$ cat config.mk
export PLATFORM = sky130hd
export DESIGN_NAME = iso_out_endpoint_receive
export DESIGN_NICKNAME = d
export VERILOG_FILES = /design/src/design/ioer_pkg.sv /design/src/design/ioer_mem_if.sv /design/src/design/ioer_bank_mem.sv /design/src/design/iso_out_endpoint_receive.sv
export SDC_FILE = /design/constraint.sdc
export NUM_CORES = 1
export LEC_CHECK = 0
export ABC_AREA = 1
export BUFFER_PORTS_ARGS = -buffer_cell sky130_fd_sc_hd__buf_2
export CAP_MARGIN = 20
export CORE_ASPECT_RATIO = 1.25
export CORE_MARGIN = 2
export CORE_UTILIZATION = 67
export DETAILED_ROUTE_END_ITERATION = 8
export PLACE_DENSITY_LB_ADDON = 0.2
export SKIP_LAST_GASP = 1
export SLEW_MARGIN = 10
export SYNTH_ARGS = -nofsm -noshare
export SYNTH_HDL_FRONTEND = slang
export SYNTH_SLANG_ARGS = --single-unit
$ cat constraint.sdc
create_clock -name clk -period 5.9 [get_ports clk]
set_clock_uncertainty 0.15 [all_clocks]
set_input_delay 0.295 -clock clk [delete_from_list [all_inputs] [get_ports clk]]
set_output_delay 0.295 -clock clk [all_outputs]
set_load 0.005 [all_outputs]
$ cat src/design/ioer_pkg.sv
// ioer_pkg: shared constants for the isochronous OUT endpoint receive path.
// assumes a 32-bit APB register bus and a byte-wide receive stream on the same clock.
package ioer_pkg;

  // register byte offsets
  localparam logic [7:0] OFS_CTRL     = 8'h00;  // enable and ping-pong mode
  localparam logic [7:0] OFS_EPSEL    = 8'h04;  // endpoint_select
  localparam logic [7:0] OFS_EPSTAT   = 8'h08;  // endpoint_status_reg, write 1 to clear flags
  localparam logic [7:0] OFS_CNTLO    = 8'h0C;  // rx_count_low
  localparam logic [7:0] OFS_CNTHI    = 8'h10;  // rx_count_high
  localparam logic [7:0] OFS_INTSTAT  = 8'h14;  // sticky event status, read only
  localparam logic [7:0] OFS_INTCLR   = 8'h18;  // event clear, write only
  localparam logic [7:0] OFS_INTEN    = 8'h1C;  // event enable
  localparam logic [7:0] OFS_FIFO     = 8'h20;  // fifo data, read pops one byte

  // control register fields
  localparam int CTRL_EN_BIT  = 0;
  localparam int CTRL_PP_BIT  = 1;
  localparam int CTRL_W       = 2;

  // endpoint status fields
  localparam int ST_B0_BIT    = 1;  // bank0_rx_done
  localparam int ST_CRC_BIT   = 3;  // stall_or_crc_flag
  localparam int ST_B1_BIT    = 6;  // bank1_rx_done

  // interrupt event fields
  localparam int EV_B0_BIT    = 0;
  localparam int EV_B1_BIT    = 1;
  localparam int EV_CRC_BIT   = 2;
  localparam int EV_W         = 3;

  localparam int EPSEL_W      = 4;
  localparam int COUNT_W      = 16;
  localparam int BYTE_W       = 8;

  localparam logic [31:0] RESET_WORD = 32'h0000_0000;

  // receive sequencer, gray along idle -> store and drop -> store
  typedef enum logic [1:0] {
    RX_IDLE  = 2'b00,
    RX_STORE = 2'b01,
    RX_DROP  = 2'b11
  } ioer_rx_state_t;

endpackage

$ cat src/design/ioer_mem_if.sv
// ioer_mem_if: write and read ports of the two-bank endpoint memory.
// assumes one clock shared by the endpoint logic and the memory.
`timescale 1ns/1ps
`default_nettype none
interface ioer_mem_if #(parameter int AW = 7);
  logic          wrEn;    // store one byte
  logic [AW-1:0] wrAddr;  // {bank, offset}
  logic [7:0]    wrData;  // byte to store
  logic [AW-1:0] rdAddr;  // {bank, offset}
  logic [7:0]    rdData;  // registered read byte

  modport ctrl (output wrEn, output wrAddr, output wrData, output rdAddr, input rdData);
  modport mem  (input wrEn, input wrAddr, input wrData, input rdAddr, output rdData);
endinterface
`default_nettype wire

$ cat src/design/ioer_bank_mem.sv
// ioer_bank_mem: byte memory holding both endpoint banks.
// assumes the caller holds rdAddr one cycle before using rdData.
`timescale 1ns/1ps
`default_nettype none
module ioer_bank_mem #(
  parameter int AW = 7
) (
  input  wire logic clk,    // controller clock
  input  wire logic clkEn,  // freezes the memory while low
  ioer_mem_if.mem   port    // write and read port
);

  logic [7:0] store [2**AW];

  // no reset on the array: contents are only valid once a flag says so
  always_ff @(posedge clk) begin
    if (clkEn) begin
      if (port.wrEn) begin
        store[port.wrAddr] <= port.wrData;
      end
      port.rdData <= store[port.rdAddr];
    end
  end

endmodule
`default_nettype wire

$ cat src/design/iso_out_endpoint_receive.sv
// iso_out_endpoint_receive: isochronous OUT receive path of one USB endpoint,
// single-bank or ping-pong, with APB registers and one level interrupt.
// assumes the packet stream comes from the serial engine on the same clock,
// already decoded to bytes, with the CRC verdict given at packet end.
// one endpoint only; packets for other endpoints pass by untouched.
// clkEn low holds every register and the memory, apb included, so the
// bus side must not wait for an answer while it is low.
`timescale 1ns/1ps
`default_nettype none

// Functional notes
// - single bank: received packet sets bank0 flag and interrupt if enabled
// - zero-length packet reports count zero in both count registers
// - crc flag set on bad crc, re-evaluated on each stored packet
// - single bank: while bank0 flag set, later packets are discarded
// - flag cleared mid-packet: only bytes after the clear are stored
// - bytes beyond fifo depth dropped, packet still valid on good crc
// - ping-pong: packet into bank0 sets bank0 flag and interrupt
// - ping-pong: clearing bank0 flag frees it and swaps the active bank
// - ping-pong: packet into bank1 sets bank1 flag; firmware drains first
// - ping-pong: data for a bank with flag set is discarded
// - ping-pong: bank0 and bank1 flags set alternately per packet
// - flag and count accesses apply to the selected endpoint only
module iso_out_endpoint_receive
  import ioer_pkg::*;
#(
  parameter int               DEPTH  = 64,     // bytes per bank
  parameter logic [EPSEL_W-1:0] EP_NUM = 4'h1  // this endpoint's number
) (
  input  wire logic               clk,       // controller clock, 40 MHz
  input  wire logic               rst_n,     // async reset, active low
  input  wire logic               clkEn,     // freezes all state while low
  input  wire logic               psel,      // apb select
  input  wire logic               penable,   // apb access phase
  input  wire logic               pwrite,    // apb write
  input  wire logic [7:0]         paddr,     // apb byte address
  input  wire logic [31:0]        pwdata,    // apb write data
  output logic      [31:0]        prdata,    // apb read data
  output logic                    pready,    // apb ready
  output logic                    pslverr,   // apb error, unmapped address
  input  wire logic               rxStart,   // pulse: OUT data packet begins
  input  wire logic [EPSEL_W-1:0] rxEp,      // endpoint of the packet, with rxStart
  input  wire logic               rxValid,   // pulse: one data byte
  input  wire logic [BYTE_W-1:0]  rxByte,    // data byte, with rxValid
  input  wire logic               rxEnd,     // pulse: packet ends
  input  wire logic               rxCrcOk,   // crc verdict, with rxEnd
  output logic                    irq        // level interrupt
);

  localparam int OW = $clog2(DEPTH);
  localparam int AW = OW + 1;
  localparam logic [COUNT_W-1:0] DEPTH_CNT = COUNT_W'(DEPTH);

  ////////////////////////////////////////////////////////////////////////////
  // fifo memory: both banks in one array, bank number is the top address bit
  // write side follows the host bank pointer, read side the firmware one

  ioer_mem_if #(.AW(AW)) memBus ();

  ioer_bank_mem #(.AW(AW)) uMem (
    .clk   (clk),
    .clkEn (clkEn),
    .port  (memBus)
  );

  ////////////////////////////////////////////////////////////////////////////
  // register state

  logic [CTRL_W-1:0]  ctrl_r;
  logic [EPSEL_W-1:0] epSel_r;
  logic [1:0]         done_r;       // bank receive flags
  logic               crcFlag_r;
  logic [COUNT_W-1:0] cnt_r [2];    // per-bank byte count
  logic [EV_W-1:0]    evStat_r;
  logic [EV_W-1:0]    evEn_r;
  logic               hwBank_r;     // bank the host fills next
  logic               fwBank_r;     // bank firmware reads
  logic [OW-1:0]      rdPtr_r;
  logic [COUNT_W-1:0] wrPtr_r;
  ioer_rx_state_t     rxState_r;
  logic               pready_r;
  logic               pslverr_r;
  logic [31:0]        prdata_r;

  logic enabled;
  logic pingPong;
  logic selOk;
  logic accDone;
  logic wrDone;
  logic rdDone;
  logic mapped;
  logic ctrlWr;
  logic [1:0] fwClear;
  logic finish;
  logic epstatWr;
  logic intclrWr;
  logic fifoPop;
  logic stored;

  ////////////////////////////////////////////////////////////////////////////
  // register decode

  // mode bits and the completing edge of an access
  assign enabled  = ctrl_r[CTRL_EN_BIT];
  assign pingPong = ctrl_r[CTRL_PP_BIT];
  assign selOk    = (epSel_r == EP_NUM);
  assign accDone  = psel & penable & pready_r;
  assign wrDone   = accDone & pwrite & mapped;
  assign rdDone   = accDone & ~pwrite & mapped;
  assign ctrlWr   = wrDone & (paddr == OFS_CTRL);

  // decoded strobes; epstat and fifo act only for the selected endpoint
  assign epstatWr = wrDone & (paddr == OFS_EPSTAT) & selOk;
  assign intclrWr = wrDone & (paddr == OFS_INTCLR);
  assign fifoPop  = rdDone & (paddr == OFS_FIFO) & selOk;

  // address decode
  always_comb begin
    unique case (paddr)
      OFS_CTRL, OFS_EPSEL, OFS_EPSTAT, OFS_CNTLO, OFS_CNTHI,
      OFS_INTSTAT, OFS_INTCLR, OFS_INTEN, OFS_FIFO: mapped = 1'b1;
      default:                                       mapped = 1'b0;
    endcase
  end

  // write-one-to-clear of the bank flags, only for the selected endpoint;
  // a bank1 clear means nothing in single-bank mode and is ignored
  always_comb begin
    fwClear = 2'b00;
    if (epstatWr) begin
      fwClear[0] = pwdata[ST_B0_BIT];
      fwClear[1] = pwdata[ST_B1_BIT] & pingPong;
    end
  end

  ////////////////////////////////////////////////////////////////////////////
  // apb slave: every access ends in its second access cycle
  // the fixed wait state gives the fifo memory a cycle to show the byte at the read pointer

  always_ff @(posedge clk or negedge rst_n) begin
    if (!rst_n) begin
      pready_r  <= 1'b0;
      pslverr_r <= 1'b0;
    end else if (clkEn) begin
      pready_r  <= psel & penable & ~pready_r;
      pslverr_r <= psel & penable & ~pready_r & ~mapped;
    end
  end

  // read data captured in the first access cycle, after memory has settled
  always_ff @(posedge clk or negedge rst_n) begin
    if (!rst_n) begin
      prdata_r <= RESET_WORD;
    end else if (clkEn && psel && penable && !pready_r) begin
      prdata_r <= RESET_WORD;
      unique case (paddr)
        OFS_CTRL:    prdata_r[CTRL_W-1:0]  <= ctrl_r;
        OFS_EPSEL:   prdata_r[EPSEL_W-1:0] <= epSel_r;
        OFS_EPSTAT: begin
          if (selOk) begin
            prdata_r[ST_B0_BIT]  <= done_r[0];
            prdata_r[ST_B1_BIT]  <= done_r[1];
            prdata_r[ST_CRC_BIT] <= crcFlag_r;
          end
        end
        OFS_CNTLO:   if (selOk) prdata_r[BYTE_W-1:0] <= cnt_r[fwBank_r][BYTE_W-1:0];
        OFS_CNTHI:   if (selOk) prdata_r[BYTE_W-1:0] <= cnt_r[fwBank_r][COUNT_W-1:BYTE_W];
        OFS_INTSTAT: prdata_r[EV_W-1:0] <= evStat_r;
        OFS_INTEN:   prdata_r[EV_W-1:0] <= evEn_r;
        OFS_FIFO:    if (selOk) prdata_r[BYTE_W-1:0] <= memBus.rdData;
        default:     prdata_r <= RESET_WORD;
      endcase
    end
  end

  assign prdata  = prdata_r;
  assign pready  = pready_r;
  assign pslverr = pslverr_r;

  ////////////////////////////////////////////////////////////////////////////
  // configuration registers

  // any control write is a reconfiguration: bank flags drop, filling restarts at bank0
  always_ff @(posedge clk or negedge rst_n) begin
    if (!rst_n) begin
      ctrl_r  <= '0;
      epSel_r <= '0;
      evEn_r  <= '0;
    end else if (clkEn && wrDone) begin
      if (paddr == OFS_CTRL)  ctrl_r  <= pwdata[CTRL_W-1:0];
      if (paddr == OFS_EPSEL) epSel_r <= pwdata[EPSEL_W-1:0];
      if (paddr == OFS_INTEN) evEn_r  <= pwdata[EV_W-1:0];
    end
  end

  ////////////////////////////////////////////////////////////////////////////
  // receive sequencer

  logic hwFull;
  assign hwFull = done_r[hwBank_r];
  assign finish = (rxState_r == RX_STORE) & rxEnd;
  assign stored = finish & ~ctrlWr;  // a reconfig in the same cycle throws the packet away

  // a packet that finds its bank full is followed to its end in RX_DROP;
  // a late clear moves it to RX_STORE with the byte pointer at zero, so
  // the bank keeps only the tail of the packet
  always_ff @(posedge clk or negedge rst_n) begin
    if (!rst_n) begin
      rxState_r <= RX_IDLE;
    end else if (clkEn) begin
      unique case (rxState_r)
        RX_IDLE: begin
          if (rxStart && rxEp == EP_NUM && enabled) begin
            rxState_r <= hwFull ? RX_DROP : RX_STORE;
          end
        end
        RX_STORE: begin
          if (rxEnd || ctrlWr) rxState_r <= RX_IDLE;
        end
        RX_DROP: begin
          if (rxEnd || ctrlWr) rxState_r <= RX_IDLE;
          else if (fwClear[hwBank_r]) rxState_r <= RX_STORE;
        end
        default: rxState_r <= RX_IDLE;
      endcase
    end
  end

  // byte pointer: restarts at the start or when a late clear opens the bank
  always_ff @(posedge clk or negedge rst_n) begin
    if (!rst_n) begin
      wrPtr_r <= '0;
    end else if (clkEn) begin
      if (rxState_r != RX_STORE) begin
        wrPtr_r <= '0;
      end else if (rxValid && wrPtr_r < DEPTH_CNT) begin
        wrPtr_r <= wrPtr_r + COUNT_W'(1);
      end
    end
  end

  ////////////////////////////////////////////////////////////////////////////
  // fifo ports

  // overflow bytes never reach memory, the count saturates at depth
  assign memBus.wrEn   = clkEn & (rxState_r == RX_STORE) & rxValid & (wrPtr_r < DEPTH_CNT);
  assign memBus.wrAddr = {hwBank_r, wrPtr_r[OW-1:0]};
  assign memBus.wrData = rxByte;
  assign memBus.rdAddr = {fwBank_r, rdPtr_r};

  ////////////////////////////////////////////////////////////////////////////
  // bank flags, counts and crc flag

  // counts are written only when a packet is kept, so they hold until the flag clears
  always_ff @(posedge clk or negedge rst_n) begin
    if (!rst_n) begin
      done_r    <= 2'b00;
      crcFlag_r <= 1'b0;
      cnt_r[0]  <= '0;
      cnt_r[1]  <= '0;
    end else if (clkEn) begin
      if (ctrlWr) begin
        done_r <= 2'b00;
      end else begin
        // clear first so a same-cycle set wins
        done_r <= done_r & ~fwClear;
        if (finish) begin
          done_r[hwBank_r]  <= 1'b1;
          cnt_r[hwBank_r]   <= wrPtr_r;
          crcFlag_r         <= ~rxCrcOk;
        end
      end
      // firmware clear of the crc flag loses to a packet ending in the same cycle
      if (epstatWr && pwdata[ST_CRC_BIT]) begin
        if (!finish) crcFlag_r <= 1'b0;
      end
    end
  end

  // bank pointers: host side alternates per stored packet, firmware side per clear
  // both sit at bank0 while ping-pong is off, so a later switch starts clean
  always_ff @(posedge clk or negedge rst_n) begin
    if (!rst_n) begin
      hwBank_r <= 1'b0;
      fwBank_r <= 1'b0;
    end else if (clkEn) begin
      if (ctrlWr || !pingPong) begin
        hwBank_r <= 1'b0;
        fwBank_r <= 1'b0;
      end else begin
        if (finish) hwBank_r <= ~hwBank_r;
        if (fwClear[fwBank_r]) fwBank_r <= ~fwBank_r;
      end
    end
  end

  // fifo read pointer: one byte per data read, back to zero on bank change
  // reads past the stored count wrap inside the bank; firmware reads only count bytes
  always_ff @(posedge clk or negedge rst_n) begin
    if (!rst_n) begin
      rdPtr_r <= '0;
    end else if (clkEn) begin
      if (ctrlWr || fwClear != 2'b00) begin
        rdPtr_r <= '0;
      end else if (fifoPop) begin
        rdPtr_r <= rdPtr_r + OW'(1);
      end
    end
  end

  ////////////////////////////////////////////////////////////////////////////
  // interrupt events: sticky, set beats clear

  logic [EV_W-1:0] evSet;
  logic [EV_W-1:0] evClr;

  // only kept packets raise events; a dropped one leaves everything as it was
  always_comb begin
    evSet = '0;
    evSet[EV_B0_BIT]  = stored & ~hwBank_r;
    evSet[EV_B1_BIT]  = stored & hwBank_r;
    evSet[EV_CRC_BIT] = stored & ~rxCrcOk;
    evClr = intclrWr ? pwdata[EV_W-1:0] : '0;
  end

  always_ff @(posedge clk or negedge rst_n) begin
    if (!rst_n) begin
      evStat_r <= '0;
    end else if (clkEn) begin
      evStat_r <= (evStat_r & ~evClr) | evSet;
    end
  end

  // level output, follows status and enable
  assign irq = |(evStat_r & evEn_r);

endmodule
`default_nettype wire

==> run summary <==
gp weighted congestion: 0.8996
Root Buffer: clkbuf_16
Initial DRC Count: 3963
Final Hold Fails: 0
R2R Path End: uMem.port.rdData[5]$_DFFE_PP_
fmax: 272.4 MHz
Max-slew headroom: 20.45%
synth-to-layout area growth: 8.338%
Max Cap Viol: 0
fin. max-slew vios: 0
RSZ-0062 raised after global routing: no
Main synth FF type: edfxtp_1
site row count: 106
Reg2Reg Depth: 11
CP Class: flop to flop
PostCTS Resize Cnt: 0
via count: 29830
Worst Setup End Kind: flop
die width: 237.3 µm
Total Power: 15.54 mW
CTS tree: yes
GRT overflow: 0
ys async rst share: 7.444%
Post-synth EDFFs: 1032
CTS clk-pin slew, worst paths: 0.06 ns
first-pass GRT wire length: 167.6 mm
Vias/cell: 6.439
vias in the first global route: 29200
wire per inst: 24.14 µm
final setup violating endpoints: 0
Core Area: 67110 µm²
Max FO, Critical Path: 76
GRT Total Usage: 31.74%
CTS Buffer Depth: 3
largest cells by area after synthesis: edfxtp_1 (68%), nor2_1 (5.9%), o21ai_0 (5.3%), dfrtp_1 (4.6%), nand2_1 (3.6%)
Power per Cell Area: 314.6 nW/µm²
Slew @ Worst Pin: 1.193 ns
fin crit period: 3.671 ns
Die Span Y: 295.6 µm
share of the synthesized area in the top cell type: 67.98%
Synth Instances: 3717
R2R setup slack: 2.23 ns
worst r2r src: rdPtr_r[0]$_DFFE_PN0P_
status: finished, final reports clean
number of buffers added on ports: 45
post-synth cell types: 48
Hold Path Class: input pin to async pin
Synth Warn #: 0
Final Util: 73.59%
Final Cycle Share: 62.22%
Initial Utilization: 67.93%
clock sink count: 1115
DIE AREA: 70160 µm²
DRT Wirelength: 111.8 mm
clk_lat worst skew: 0.69 ns
Avg Inst Size Synth: 12.26 µm²
TritonRoute pass-1 iters: 6
Post-CTS Hold Fix Bufs: 22
io pins: 97
largest net degree at the start of global routing: 214
CP arrival: 4.04 ns
commonest non-fill, non-tap cell in the layout: edfxtp_1
HPWL after DPL: 62.34 mm
remaining antenna violation count after routing: 0
# H-tree levels: 3
VDD IR max: 0.0003658 V
Num CTS Buffers: 103
worst hold slack: 0.03034 ns
layout cells sized above 1: 7.063%
initial antenna violation count: 0
residual DRC count: 0
sequential share of the synthesized area: 72.53%
Yosys reg bits: 1115
most frequent cells in the layout: edfxtp_1 (1032), nor2_1 (720), o21ai_0 (483)
crit start category: flop
final net count: 3752
Sum Neg Setup Slack: 0 ns
leading area contributor after synthesis: edfxtp_1
number of post-CTS setup repair buffers: 0
Syn Std Cell Area: 45590 µm²
Lkg Pwr: 16.02 nW
Critical Path RT: 6.27 ns
sequential cells by signal, indices dropped and copies added, names as in the netlist, 2 cells and up:
name	cells
uMem.port.rdData	8
cnt_r	32
prdata	8
rxState_r	2
uMem.store	1024
epSel_r	4
evStat_r	3
done_r	2
wrPtr_r	16
rdPtr_r	6
evEn_r	3
ctrl_r	2
cells by family (layout without fill, tap and decap cells):
logic type,count (synthesis),count (layout),synth area share (%)
multiplexers,1,1,0.02196
AND/OR/NAND/NOR,1418,1418,13.03
adder cells (fa/ha/maj),5,5,0.1372
AO/OA/AOI/OAI,840,840,10.43
flip-flops,1115,1115,72.53
XOR/XNOR,6,6,0.1153
other,1,26,0.008226
buffers and inverters,331,357,3.722
critical path: stages (launching register included):
cell      delay [ns]
dfrtp_4         0.63
clkinv_8        0.27
buf_4           0.52
buf_4           0.70
o21ai_0         0.21
o211ai_1        0.17
nand3_1         0.20
nand4_1         0.15
nand3_1         0.08
nand2_1         0.12
nand2_1         0.05
nand2_1         0.15
per-stage QoR:
step	cell area [µm²]	cells	setup WS, ns
after floorplan	45670	3740	3.543
after global placement	45910	4420	2.375
after detailed placement	45910	4421	2.301
after CTS	49360	4629	2.280
after global routing	49380	4630	1.953
final	49390	4632	2.229
metal layers:
metal  share of wire (%)  global-route usage [%]  wire length [µm]
met5                   0                       0                 0
met2                  49                   52.36             54490
met4                 4.6                   16.03              5190
met3                 9.4                   5.408             10480
met1                  37                   41.37             41660
power breakdown:
| group | switching [mW] | internal (mW) |
|---|---|---|
| registers | 0.0420 | 8.69 |
| clock network | 2.86 | 3.58 |
| logic | 0.281 | 0.0851 |
| total | 3.18 | 12.4 |
layout make-up:
| cell class | instances | area, µm² |
|---|---|---|
| flip-flops and latches | 1115 | 33080 |
| inverters | 70 | 280.3 |
| repair buffers | 101 | 798.3 |
| diodes | 2 | 5.005 |
| fillers | 4218 | 17720 |
| clock inverters | 56 | 499.2 |
| clock buffers | 130 | 2731 |
| well taps | 864 | 1081 |
| multi-input cells | 2294 | 10920 |
Yosys cell counts (2+ instances only):
cell type and number:
nand3_2 2, edfxtp_1 1032, buf_6 15, nor2_8 2, nand2_2 3, nand3_1 177, clkbuf_1 82, nand3_4 9
o221ai_1 38, nor3_2 3, nor2_2 5, buf_1 7, ha_1 5, nand3b_1 5, nand4_1 34, nand2_1 439
xor2_1 6, nor2_4 5, buf_2 101, or2_2 8, a22o_1 2, o21bai_1 2, o211ai_1 92, o31ai_1 3
nor2_1 721, a211oi_1 5, o21ai_1 55, o21ai_0 483, buf_4 55, dfrtp_1 83, a21oi_1 51, inv_1 64
o22ai_1 105, inv_2 4
worst max path at each step:
stage / from / end / depth (start not counted)
after global routing: rdPtr_r[0]$_DFFE_PN0P_ / uMem.port.rdData[0]$_DFFE_PP_ / 11
after CTS: rdPtr_r[0]$_DFFE_PN0P_ / uMem.port.rdData[5]$_DFFE_PP_ / 11
after floorplan: wrPtr_r[9]$_DFFE_PN0P_ / uMem.store[104][0]$_DFFE_PP_ / 8
after detailed placement: rdPtr_r[0]$_DFFE_PN0P_ / uMem.port.rdData[5]$_DFFE_PP_ / 11
after global placement: rdPtr_r[0]$_DFFE_PN0P_ / uMem.port.rdData[0]$_DFFE_PP_ / 11
final: rdPtr_r[0]$_DFFE_PN0P_ / uMem.port.rdData[5]$_DFFE_PP_ / 11
(Power assumes the default switching activity.)
